## src/sensor_regs_map.vh

```
// register offsets, field positions, reset values and timing counts
`ifndef SENSOR_REGS_MAP_VH
`define SENSOR_REGS_MAP_VH
`define OFS_RISE_RATE      8'h07
`define OFS_SERIAL_HIGH    8'h08
`define OFS_SERIAL_MID     8'h09
`define OFS_SERIAL_LOW     8'h0A
`define OFS_PART_ID        8'h0B
`define OFS_CONV_PERIOD    8'h0C
`define OFS_CRC_CTRL       8'h0D
`define RATE_MSB           14
`define RATE_LSB           2
`define RATE_RESET         13'h0140
`define REV_MSB            15
`define REV_LSB            12
`define CODE_MSB           11
`define CODE_LSB           0
`define CLK_PERIOD_NS      10
`define PERIOD_STEP_US     100
`define STEP_CYCLES        24'h002710
`define PERIOD_MIN_STEPS   16'h0040
`define PERIOD_MAX_STEPS   16'h4E20
`define PERIOD_RESET_STEPS 16'h09C4
`endif

```

## src/sensor_id_slew_register_bank.v

```verilog
// upper register bank of the temperature sensor: rate limit, serial, id
//
// Operation
// - rate limit holds 13-bit unsigned in bits 14:2, resets to 0140h.
// - rate limit bit 15 and bits 1:0 always read zero.
// - offset 08h reads serial bits 47:32, read-only.
// - offset 09h reads serial bits 31:16, part-specific, no fixed reset.
// - offset 0Ah reads serial bits 15:0, fixed per part.
// - offset 0Bh bits 15:12 hold the 4-bit revision, read-only.
// - offset 0Bh bits 11:0 hold the 12-bit device-type code, read-only.
// - conversion every 250 ms by default, programmable 6.4 ms to 2 s.
// - optional CRC enable in offset 0Dh bit 0; no CRC is generated or checked here.
// - rate alert only when rising slew exceeds the limit.
`timescale 1ns/10ps
`include "sensor_regs_map.vh"
module sensor_id_slew_register_bank #(
  parameter [47:0] UNIQUE_SERIAL = 48'h0123_4567_89AB, // arbitrary value
  parameter [3:0]  REVISION      = 4'hA,               // arbitrary value
  parameter [11:0] DEVICE_CODE   = 12'h5A5,            // arbitrary value
  parameter [23:0] STEP_CYCLES   = `STEP_CYCLES
) (
  input  wire        clk,
  input  wire        rst,
  input  wire [7:0]  reg_addr,
  input  wire        reg_wr,
  input  wire [15:0] reg_wdata,
  output reg  [15:0] reg_rdata,
  input  wire        slew_valid,
  input  wire [15:0] slew_rate,
  output reg         conv_start,
  output reg         crc_enable,
  output reg         rate_alert
);

// ----------------------------------------------------------------------
// writable registers and conversion timer state
// ----------------------------------------------------------------------
reg [12:0] rate_limit_reg;
reg [15:0] period_reg;
reg [23:0] step_cnt_reg;
reg [15:0] step_total_reg;
wire [15:0] period_clip;

// out-of-range period writes clamp so the timer never stalls or races
assign period_clip = (reg_wdata < `PERIOD_MIN_STEPS) ? `PERIOD_MIN_STEPS :
                     (reg_wdata > `PERIOD_MAX_STEPS) ? `PERIOD_MAX_STEPS :
                     reg_wdata;

always @(posedge clk or posedge rst) begin
  if (rst) begin
    rate_limit_reg <= `RATE_RESET;
    period_reg     <= `PERIOD_RESET_STEPS;
    crc_enable     <= 1'b0;
  end else if (reg_wr) begin
    case (reg_addr)
      `OFS_RISE_RATE: begin
        rate_limit_reg <= reg_wdata[`RATE_MSB:`RATE_LSB];
      end
      `OFS_CONV_PERIOD: begin
        period_reg <= period_clip;
      end
      `OFS_CRC_CTRL: begin
        crc_enable <= reg_wdata[0];
      end
      default: begin
        // serial and id offsets fall here and are ignored
      end
    endcase
  end
end

// ----------------------------------------------------------------------
// conversion timer
// ----------------------------------------------------------------------
always @(posedge clk or posedge rst) begin
  if (rst) begin
    step_cnt_reg   <= 24'h000000;
    step_total_reg <= 16'h0000;
    conv_start     <= 1'b0;
  end else begin
    conv_start <= 1'b0;
    if (step_cnt_reg >= STEP_CYCLES - 24'h000001) begin
      step_cnt_reg <= 24'h000000;
      if (step_total_reg >= period_reg - 16'h0001) begin
        step_total_reg <= 16'h0000;
        conv_start     <= 1'b1;
      end else begin
        step_total_reg <= step_total_reg + 16'h0001;
      end
    end else begin
      step_cnt_reg <= step_cnt_reg + 24'h000001;
    end
  end
end

// ----------------------------------------------------------------------
// rate alert: slew_rate is signed, same scale as the limit
// ----------------------------------------------------------------------
always @(posedge clk or posedge rst) begin
  if (rst) begin
    rate_alert <= 1'b0;
  end else if (slew_valid) begin
    // negative slew has the sign bit set and never alerts
    rate_alert <= ~slew_rate[15] &&
                  (slew_rate[14:0] > {2'b00, rate_limit_reg});
  end
end

// ----------------------------------------------------------------------
// read mux
// ----------------------------------------------------------------------
always @(posedge clk or posedge rst) begin
  if (rst) begin
    reg_rdata <= 16'h0000;
  end else begin
    case (reg_addr)
      `OFS_RISE_RATE:   reg_rdata <= {1'b0, rate_limit_reg, 2'b00};
      `OFS_SERIAL_HIGH: reg_rdata <= UNIQUE_SERIAL[47:32];
      `OFS_SERIAL_MID:  reg_rdata <= UNIQUE_SERIAL[31:16];
      `OFS_SERIAL_LOW:  reg_rdata <= UNIQUE_SERIAL[15:0];
      `OFS_PART_ID:     reg_rdata <= {REVISION, DEVICE_CODE};
      // revision and code share one word
      `OFS_CONV_PERIOD: reg_rdata <= period_reg;
      `OFS_CRC_CTRL:    reg_rdata <= {15'h0000, crc_enable};
      default:          reg_rdata <= 16'h0000;
    endcase
  end
end

endmodule // sensor_id_slew_register_bank

```

## config.mk

```make
export PLATFORM = sky130hd
export DESIGN_NAME = sensor_id_slew_register_bank
export DESIGN_NICKNAME = d
export VERILOG_FILES = /design/src/sensor_id_slew_register_bank.v
export VERILOG_INCLUDE_DIRS = /design/src
export SDC_FILE = /design/constraint.sdc
export NUM_CORES = 1
export LEC_CHECK = 0
export BUFFER_PORTS_ARGS = -buffer_cell sky130_fd_sc_hd__buf_2
export CAP_MARGIN = 5
export CORE_ASPECT_RATIO = 0.5
export CORE_MARGIN = 1
export CORE_UTILIZATION = 45
export DETAILED_ROUTE_END_ITERATION = 8
export PLACE_DENSITY = 0.65
export SLEW_MARGIN = 10
export SYNTH_ARGS = -nofsm -noshare
export SYNTH_HDL_FRONTEND = slang
export SYNTH_SLANG_ARGS = --single-unit
```

## constraint.sdc

```tcl
create_clock -name clk -period 3.3 [get_ports clk]
set_clock_uncertainty 0.1 [all_clocks]
set_input_delay 0.495 -clock clk [delete_from_list [all_inputs] [get_ports clk]]
set_output_delay 0.495 -clock clk [all_outputs]
set_load 0.01 [all_outputs]
```

==> metrics, run 1 <==
max_cap viols 0; # port buffers 62; sequential share of power 0.464; DRC violations left 0; initial core utilization 0.4795; largest net degree at the start of global routing 52; Antenna diodes 0; die height 74.23 um; post-synthesis register bit count 88; vias per cell 5.340; sequential area share after synthesis 0.4709; Hold-fix buffers, CTS 0; layout cells sized above 1 0.2282; routability congestion estimate 0.7728; Worst Setup Start Kind flip-flop; relative slew slack 0.4107; max reg flops 24; crit path cell chain or4_1, or3_1, nor4_2, xnor2_1, ha_1, nand4_1, nor2_1, o2111ai_2, a31oi_1, buf_4, buf_4; antenna violations before repair 0; critical path endpoint category flip-flop; Core Rows 25; power per cell area 481.1 nW/um^2; via count 3599; final setup TNS 0 ns; vias in the first global route 3410; cells on worst reg2reg path 11; Leakage 2.642 nW; Syn Area/Cell 10.39 um^2; worst reg-to-reg setup slack 0.17 ns; worst-skew pair later-pin latency 0.35 ns; Final ANT Viol Nets 0; initial DRC count 260; clock tree from TritonCTS built; DIE AREA 10870 um^2; Setup Crit Path Kind flip-flop to flip-flop; CP Capture Point conv_start; Fin. Hold Viols 0; outcome completed; post-layout net count 610; Synth Flop Type dfrtp_1; slowest CP cell or4_1; final worst-path cycle share 0.9490; total gr overflow 0; CP most frequent cell buf_4; total core area 9791 um^2; CP max stage delay 0.57 ns; Setup violations, final 0; Root Driver clkbuf_16; Placed Area 5249 um^2; worst vdd ir 238.2 uV; chip width 146.4 um; final hold slack 0.2094 ns; I/O pins 63; CP startpoint period_reg[9]; min-delay worst type primary input to asynchronous set/reset pin; Worst-path clk slew 0.06 ns; Final Slew Violations 0; worst-case clock buffer depth 2; Comb power frac 0.158; fin area 5573 um^2; GRT Resource Usage Total 0.2064; H-tree Lvls 3; synth unique cells 55; switching part of the total 0.2704; drt pass-1 iters 4; Internal Power 0.001956 W; P_sw 0.0007250 W; Synth async-reset ratio 1.000; clock sink count 88; CP arrival 3.32 ns; max frequency 319.3 MHz; final WL 10090 um; total CTS buffers 9; first-pass GRT wire length 17060 um; Post-synth EDFFs 0; Reg-to-Reg End conv_start; reg-to-reg critical path startpoint period_reg[9]; Cells after Synth 452; Post-Syn Area 4695 um^2; dpl hpwl 7585 um; worst-margin pin slew 0.8829 ns; Area growth syn-to-layout 18.71%; post-layout minimum cycle time 3.132 ns; Critical Path RT 3.49 ns; synth warn 0; wire per inst 14.97 um; power share of the clock group 0.378; CP Max Fanout 14
==> per-stage QoR <==
step | power, W | std cells | utilization | worst slack (ns)
finish | 0.002681 | 674 | 0.5692 | 0.1683
global route | 0.002832 | 674 | 0.5692 | -0.02249
CTS | 0.002701 | 673 | 0.5660 | 0.1064
detailed placement | 0.001680 | 657 | 0.5361 | 0.1077
global placement | 0.001672 | 657 | 0.5361 | 0.1939
floorplan | 0.001530 | 461 | - | 0.08433
==> per-layer routing <==
metal | GRT usage | share of wire
met3 | 0.05215 | 0.050
met5 | 0 | 0
met1 | 0.2883 | 0.50
met4 | 0.08796 | 0.017
met2 | 0.3095 | 0.43
==> synthesized netlist by cell type (2+ instances only) <==
library cell / count / area share
and3_1: 3 / 0.0040
xnor2_1: 15 / 0.028
xor2_1: 18 / 0.034
inv_1: 24 / 0.019
a41oi_1: 2 / 0.0037
a21oi_1: 12 / 0.013
a31oi_1: 3 / 0.0040
o211ai_1: 4 / 0.0064
nand2_2: 2 / 0.0027
mux2_2: 4 / 0.0096
o2111ai_1: 6 / 0.011
a211oi_1: 3 / 0.0048
dfstp_2: 7 / 0.039
or4_1: 4 / 0.0064
ha_1: 32 / 0.085
clkbuf_1: 9 / 0.0072
o21ai_0: 21 / 0.022
o31ai_1: 2 / 0.0032
nand4_1: 10 / 0.013
a22o_1: 13 / 0.024
nand2_1: 37 / 0.030
nand3b_1: 2 / 0.0032
nor4_1: 10 / 0.013
nor2b_1: 6 / 0.0080
nand3_1: 12 / 0.013
buf_2: 2 / 0.0021
or3_1: 4 / 0.0053
nor2_1: 45 / 0.036
a221o_1: 8 / 0.017
dfrtp_1: 81 / 0.43
or2_2: 3 / 0.0040
and2_1: 3 / 0.0040
nor3_1: 10 / 0.011
nand2b_1: 5 / 0.0067
mux2_4: 10 / 0.032
==> worst min-delay path by stage <==
stage | start | endpoint | slack, ns | depth (start not counted)
after floorplan | step_cnt_reg[0] | step_cnt_reg[0] | 0.33 | 1
after global placement | step_cnt_reg[0] | step_cnt_reg[0] | 0.36 | 1
after detailed placement | step_cnt_reg[0] | step_cnt_reg[0] | 0.39 | 1
after CTS | rst | step_cnt_reg[7] | 0.23 | 2
after global routing | rst | step_cnt_reg[14] | 0.29 | 2
final | rst | step_cnt_reg[16] | 0.21 | 2
==> worst max-delay path: cells and delay by family (launching register included) <==
family / cells / cell delay (ns)
compound gates: 2 / 0.35
xor+xnor: 1 / 0.11
fa+ha+maj: 1 / 0.30
buf+inv: 2 / 0.36
flops: 1 / 0.41
simple gates: 5 / 1.45
==> cell type report <==
cell class,instances,area (um^2)
fill,875,4218
multi-input combinational,337,2396
sequential,88,2211
timing repair buffer,74,412.9
clock buffer,13,250.2
tap,135,168.9
inverter,24,91.34
clock inverter,3,42.54
==> placed cells by master (no fill, tap or decap), types with 11 or more instances in the layout <==
master,netlist,routed
buf_4,0,11
o21ai_0,21,21
ha_1,32,32
a22o_1,13,13
xor2_1,18,18
nor2_1,45,45
dfrtp_1,81,81
nand3_1,12,12
inv_1,24,23
buf_2,2,62
nand2_1,37,37
a21oi_1,12,12
xnor2_1,15,15
==> cells by family (layout without fill, tap and decap cells) <==
logic type / after synthesis / in the layout / share of synthesized area
simple gates: 163 / 163 / 0.1786
other cells: 1 / 10 / 0.0007988
buf+inv: 36 / 114 / 0.03092
compound gates: 84 / 84 / 0.1282
fa+ha+maj: 32 / 32 / 0.08529
mux: 15 / 15 / 0.04371
xor+xnor: 33 / 33 / 0.06157
flops: 88 / 88 / 0.4709
==> power groups by stage <==
stage          combinational, W  clock, W  sequential [W]
4_1_cts                0.000419   0.00104         0.00124
5_1_grt                0.000499   0.00108         0.00126
2_1_floorplan          0.000297         0         0.00123
3_3_place_gp           0.000410         0         0.00126
3_5_place_dp           0.000418         0         0.00126
6_report               0.000424   0.00101         0.00125
==> repair_timing <==
action                                  CTS  global route
endpoints found under the setup margin    0            17
setup buffers                             0             1
resized for setup                         0             4
Power figures use the tool's default switching activity.
==> run 2: changes to the inputs <==
Settings changed: CORE_UTILIZATION 45 to 30, PLACE_DENSITY 0.65 to 0.47.
==> run 2 against run 1 <==
Compared with the run above:
- setup slack better by 0.036 ns
- cell count is 9.5% higher
- via count hardly changed
- sequential cell count stayed put
- maximum frequency is 1.2% higher
- sequential power hardly changed
- utilization is 18 points lower
- largest power group unchanged
- highest routed layer unchanged
==> metrics, run 2 (synthesized netlist as in run 1, its figures left out) <==
outcome completed (unchanged); max frequency 323.0 MHz (was 319.3 MHz); Fin. Hold Viols 0 (unchanged); Core Rows 31 (was 25); fill cell count 1518 (was 875); max reg flops 24 (unchanged); first-pass GRT wire length 18620 um (was 17060 um); clock sink count 88 (unchanged); final WL 11290 um (was 10090 um); Placed Area 5335 um^2 (was 5249 um^2); most common cell after layout, fill and taps aside dfrtp_1 (unchanged); post-layout minimum cycle time 3.096 ns (was 3.132 ns); total CTS buffers 9 (unchanged); largest net degree at the start of global routing 54 (was 52); CP arrival 3.22 ns (was 3.32 ns); DRC violations left 0 (unchanged); layout cells sized above 1 0.2389 (was 0.2282); final worst-path cycle share 0.9380 (was 0.9490); min-delay worst type primary input to asynchronous set/reset pin (unchanged); CP Max Fanout 7 (was 14); fin area 5729 um^2 (was 5573 um^2); max_cap viols 0 (unchanged); worst-skew pair later-pin latency 0.34 ns (was 0.35 ns); Antenna diodes 0 (unchanged); wire per inst 15.30 um (was 14.97 um); # port buffers 62 (unchanged); clock tree from TritonCTS built (unchanged); Setup Crit Path Kind flip-flop to flip-flop (unchanged); relative slew slack 0.5638 (was 0.4107); Worst Setup Start Kind flip-flop (unchanged); drt pass-1 iters 4 (unchanged); Critical Path RT 3.43 ns (was 3.49 ns); final setup TNS 0 ns (unchanged); GRT Resource Usage Total 0.1479 (was 0.2064); power per cell area 505.3 nW/um^2 (was 481.1 nW/um^2); Leakage 2.677 nW (was 2.642 nW); Root Driver clkbuf_16 (unchanged); initial DRC count 211 (was 260); critical path endpoint category flip-flop (unchanged); via count 3598 (was 3599); vias per cell 4.875 (was 5.340); crit path cell chain or4_1, or3_1, nor4_2, xnor2_1, ha_1, nand4_1, nor2_2, o2111ai_2, a31oi_2, buf_4, nor2_1 (was or4_1, or3_1, nor4_2, xnor2_1, ha_1, nand4_1, nor2_1, o2111ai_2, a31oi_1, buf_4, buf_4); cell family with most CP delay simple AND/OR/NAND/NOR gates (unchanged); routability congestion estimate 0.7458 (was 0.7728); H-tree Lvls 3 (unchanged); vias in the first global route 3595 (was 3410); CP bufs+invs 1 (was 2); antenna violations before repair 0 (unchanged); die height 90.46 um (was 74.23 um); CTS-repair resized insts 0 (unchanged); final hold slack 0.1219 ns (was 0.2094 ns); Worst-path clk slew 0.07 ns (was 0.06 ns); I/O pins 63 (unchanged); chip width 178.9 um (was 146.4 um); Hold-fix buffers, CTS 0 (unchanged); post-layout net count 611 (was 610); Final ANT Viol Nets 0 (unchanged); Area growth syn-to-layout 22.04% (was 18.71%); worst vdd ir 266.8 uV (was 238.2 uV); DIE AREA 16180 um^2 (was 10870 um^2); most frequent cells in the layout dfrtp_1 (81), buf_2 (62), nor2_1 (44), nand2_1 (37), ha_1 (32) (was dfrtp_1 (81), buf_2 (62), nor2_1 (45), nand2_1 (37), ha_1 (32)); CP max stage delay 0.58 ns (was 0.57 ns); slowest CP cell or4_1 (unchanged); dpl hpwl 8512 um (was 7585 um); Final Slew Violations 0 (unchanged); worst-margin pin slew 0.6535 ns (was 0.8829 ns); Setup violations, final 0 (unchanged); total core area 14860 um^2 (was 9791 um^2); total gr overflow 0 (unchanged); unrepaired setup endpoints after global routing yes; worst-case clock buffer depth 2 (unchanged); initial core utilization 0.3160 (was 0.4795); setup bufs post-CTS 0 (unchanged)
[run 2: cell types whose count changed in the layout (fill, tap and decap cells not counted), sizes merged]
cell | before | now
clkbuf | 13 | 10
buf | 74 | 75
inv | 23 | 24
bufinv | 1 | 3
[run 2: path summary, 6_finish.rpt]
kind | slack, ns | from | depth (start not counted) | to
min in group clk | 0.32 | reg_wdata[1] | 2 | period_reg[1]
min reg2reg | 0.36 | step_cnt_reg[0] | 1 | step_cnt_reg[0]
min | 0.12 | rst | 2 | reg_rdata[11]
max | 0.20 | period_reg[7] | 11 | step_total_reg[3]
max reg2reg | 0.20 | period_reg[7] | 11 | step_total_reg[3]
max in group asynchronous | 2.28 | rst | 3 | reg_rdata[8]
[run 2: cell type report]
class	count	area [um^2]	area share
Sequential cell	88	2211	0.3859
Timing Repair Buffer	75	420.4	0.07338
Multi-Input combinational cell	337	2405	0.4197
Clock buffer	10	239.0	0.04171
Inverter	24	91.34	0.01594
Tap cell	198	247.7	0.04324
Clock inverter	6	115.1	0.02009
[run 2: report_power, final]
group	switching [W]	leakage (nW)	total (W)	internal (W)
sequential	0.0000969	1.16	0.00125	0.00115
clock	0.000437	0.169	0.00120	0.000765
combinational	0.000243	1.34	0.000445	0.000202
[run 2: stage by stage]
stage	setup WS, ns	util	std cells	power [W]
2_1_floorplan	0.08433	-	461	0.001530
3_3_place_gp	0.1591	0.3591	721	0.001687
3_5_place_dp	0.1153	0.3591	721	0.001696
4_1_cts	0.09500	0.3830	737	0.002911
5_1_grt	-0.03742	0.3857	738	0.003053
6_report	0.2044	0.3857	738	0.002895
[run 2: layer usage]
layer  up-vias  track usage  wire [um]
met1      1736       0.2170       5860
li1       1786            -          -
met3         7      0.03830        437
met4         0      0.03814        118
met5         -            0          0
met2        69       0.2124       4878
==> run 3: changes to the inputs <==
Settings changed: PLACE_DENSITY 0.47 to 0.45.
Clock period 3.3 ns to 3.5 ns, I/O delays scaled along.
==> run 3 against run 2 <==
Compared with the run above:
- worst hold slack better by 0.070 ns
- critical path type unchanged
- highest routed layer unchanged
- die area unchanged
- maximum frequency fell by 3.7%
- combinational power decreased by 11%
- utilization down 0.90 points
- cell count decreased by 0.81%
- setup slack better by 0.082 ns
- final area is 2.3% lower
- critical path depth is the same
- sequential cell count did not move
- routed wire length is 2.7% lower
==> metrics, run 3 (synthesized netlist as in run 1, its figures left out) <==
outcome completed (unchanged); total CTS buffers 9 (unchanged); wire per inst 15.01 um (was 15.30 um); via count 3453 (was 3598); die height 90.46 um (unchanged); layout cells sized above 1 0.2210 (was 0.2389); Critical Path RT 3.66 ns (was 3.43 ns); final WL 10990 um (was 11290 um); Core Rows 31 (unchanged); worst-margin pin slew 0.6445 ns (was 0.6535 ns); H-tree Lvls 3 (unchanged); fin util 0.3767 (was 0.3857); DIE AREA 16180 um^2 (unchanged); Final Slew Violations 0 (unchanged); fill cell count 1507 (was 1518); cells on worst reg2reg path 11 (unchanged); Reg-to-Reg End step_total_reg[3] (unchanged); Setup Crit Path Kind flip-flop to flip-flop (unchanged); max reg flops 24 (unchanged); fin cells 732 (was 738); CP arrival 3.38 ns (was 3.22 ns); DRC violations left 0 (unchanged); vias in the first global route 3504 (was 3595); unrepaired setup endpoints after global routing no (was yes); total core area 14860 um^2 (unchanged); final setup TNS 0 ns (unchanged); Power Total 0.002494 W (was 0.002895 W); Worst-path clk slew 0.06 ns (was 0.07 ns); worst vdd ir 222.7 uV (was 266.8 uV); antenna violations before repair 0 (unchanged); clock tree from TritonCTS built (unchanged); setup bufs post-CTS 0 (unchanged); post-layout minimum cycle time 3.213 ns (was 3.096 ns); Antenna diodes 0 (unchanged); initial DRC count 141 (was 211); Hold-fix buffers, CTS 0 (unchanged); Root Driver clkbuf_16 (unchanged); critical path endpoint category flip-flop (unchanged); worst reg-to-reg setup slack 0.29 ns (was 0.20 ns); dpl hpwl 8305 um (was 8512 um); Setup violations, final 0 (unchanged); Final ANT Viol Nets 0 (unchanged); clock sink count 88 (unchanged); Fin. Hold Viols 0 (unchanged); Area growth syn-to-layout 19.19% (was 22.04%); final worst-path cycle share 0.9181 (was 0.9380); initial core utilization 0.3160 (unchanged); vias per cell 4.717 (was 4.875); largest net degree at the start of global routing 89 (was 54); chip width 178.9 um (unchanged); max_cap viols 0 (unchanged); Leakage 2.608 nW (was 2.677 nW); relative slew slack 0.5683 (was 0.5638); drt pass-1 iters 4 (unchanged); routability congestion estimate 0.7349 (was 0.7458); GRT Resource Usage Total 0.1476 (was 0.1479); max frequency 311.2 MHz (was 323.0 MHz); # port buffers 62 (unchanged); min-delay worst type primary input to asynchronous set/reset pin (unchanged); Worst Setup Start Kind flip-flop (unchanged); post-layout net count 605 (was 611); reg-to-reg critical path startpoint period_reg[9] (was period_reg[7]); CTS-repair resized insts 0 (unchanged); worst-case clock buffer depth 2 (unchanged); I/O pins 63 (unchanged); first-pass GRT wire length 18530 um (was 18620 um); power per cell area 445.6 nW/um^2 (was 505.3 nW/um^2); CP Max Fanout 14 (was 7); total gr overflow 0 (unchanged); Cell Count Post-Placement 716 (was 721); most common cell after layout, fill and taps aside dfrtp_1 (unchanged); most frequent cells in the layout dfrtp_1 (81), buf_2 (62), nor2_1 (45), nand2_1 (37), ha_1 (32) (was dfrtp_1 (81), buf_2 (62), nor2_1 (44), nand2_1 (37), ha_1 (32)); worst-skew pair later-pin latency 0.34 ns (about the same)
-- run 3: cell type report --
| type | count | area [um^2] | share of cell area |
|---|---|---|---|
| multi-input cells | 337 | 2385 | 0.4262 |
| clock buffers | 12 | 256.5 | 0.04584 |
| flip-flops and latches | 88 | 2211 | 0.3951 |
| inverters | 24 | 91.34 | 0.01632 |
| repair buffers | 69 | 375.4 | 0.06708 |
| clock inverters | 4 | 28.78 | 0.005143 |
| well taps | 198 | 247.7 | 0.04428 |
-- run 3: critical path, cell delays in order, from the launching register on --
cell and delay, ns:
dfrtp_1 0.43, or4_1 0.56, nor3_1 0.33, nand2_1 0.12
xor2_1 0.16, ha_1 0.30, a211oi_1 0.24, o22ai_1 0.12
a31oi_1 0.30, a31oi_1 0.12, buf_4 0.21, nor2_1 0.13
-- run 3: power by group --
group          switching, W  total, W  leakage [nW]  internal, W
Combinational      0.000219  0.000396          1.31     0.000177
Sequential        0.0000906   0.00118          1.16      0.00109
Clock              0.000400  0.000921         0.135     0.000520
-- run 3: worst max path at each step --
stage | from | end | slack [ns]
floorplan | period_reg[3] | step_total_reg[10] | 0.28
global placement | period_reg[3] | step_total_reg[4] | 0.31
CTS | period_reg[3] | step_total_reg[3] | 0.23
finish | period_reg[9] | step_total_reg[3] | 0.29
global route | period_reg[0] | step_total_reg[3] | 0.03
detailed placement | period_reg[3] | step_total_reg[5] | 0.26
-- run 3: metrics by stage --
step	hold WS (ns)	cell area [um^2]	setup slack, ns
final	0.1920	5595	0.2866
after global routing	0.2508	5595	0.03035
after CTS	0.2095	5583	0.2315
after detailed placement	0.3603	5298	0.2560
after global placement	0.3563	5298	0.3146
after floorplan	0.3329	4728	0.2843
-- run 3: metal layers --
metal  share of wire  global-route usage  vias to the layer above
li1                -                   -                     1781
met1            0.53              0.2183                     1600
met2            0.42              0.2136                       65
met3           0.043             0.03577                        7
met4          0.0070             0.03390                        0
met5               0                   0                        -
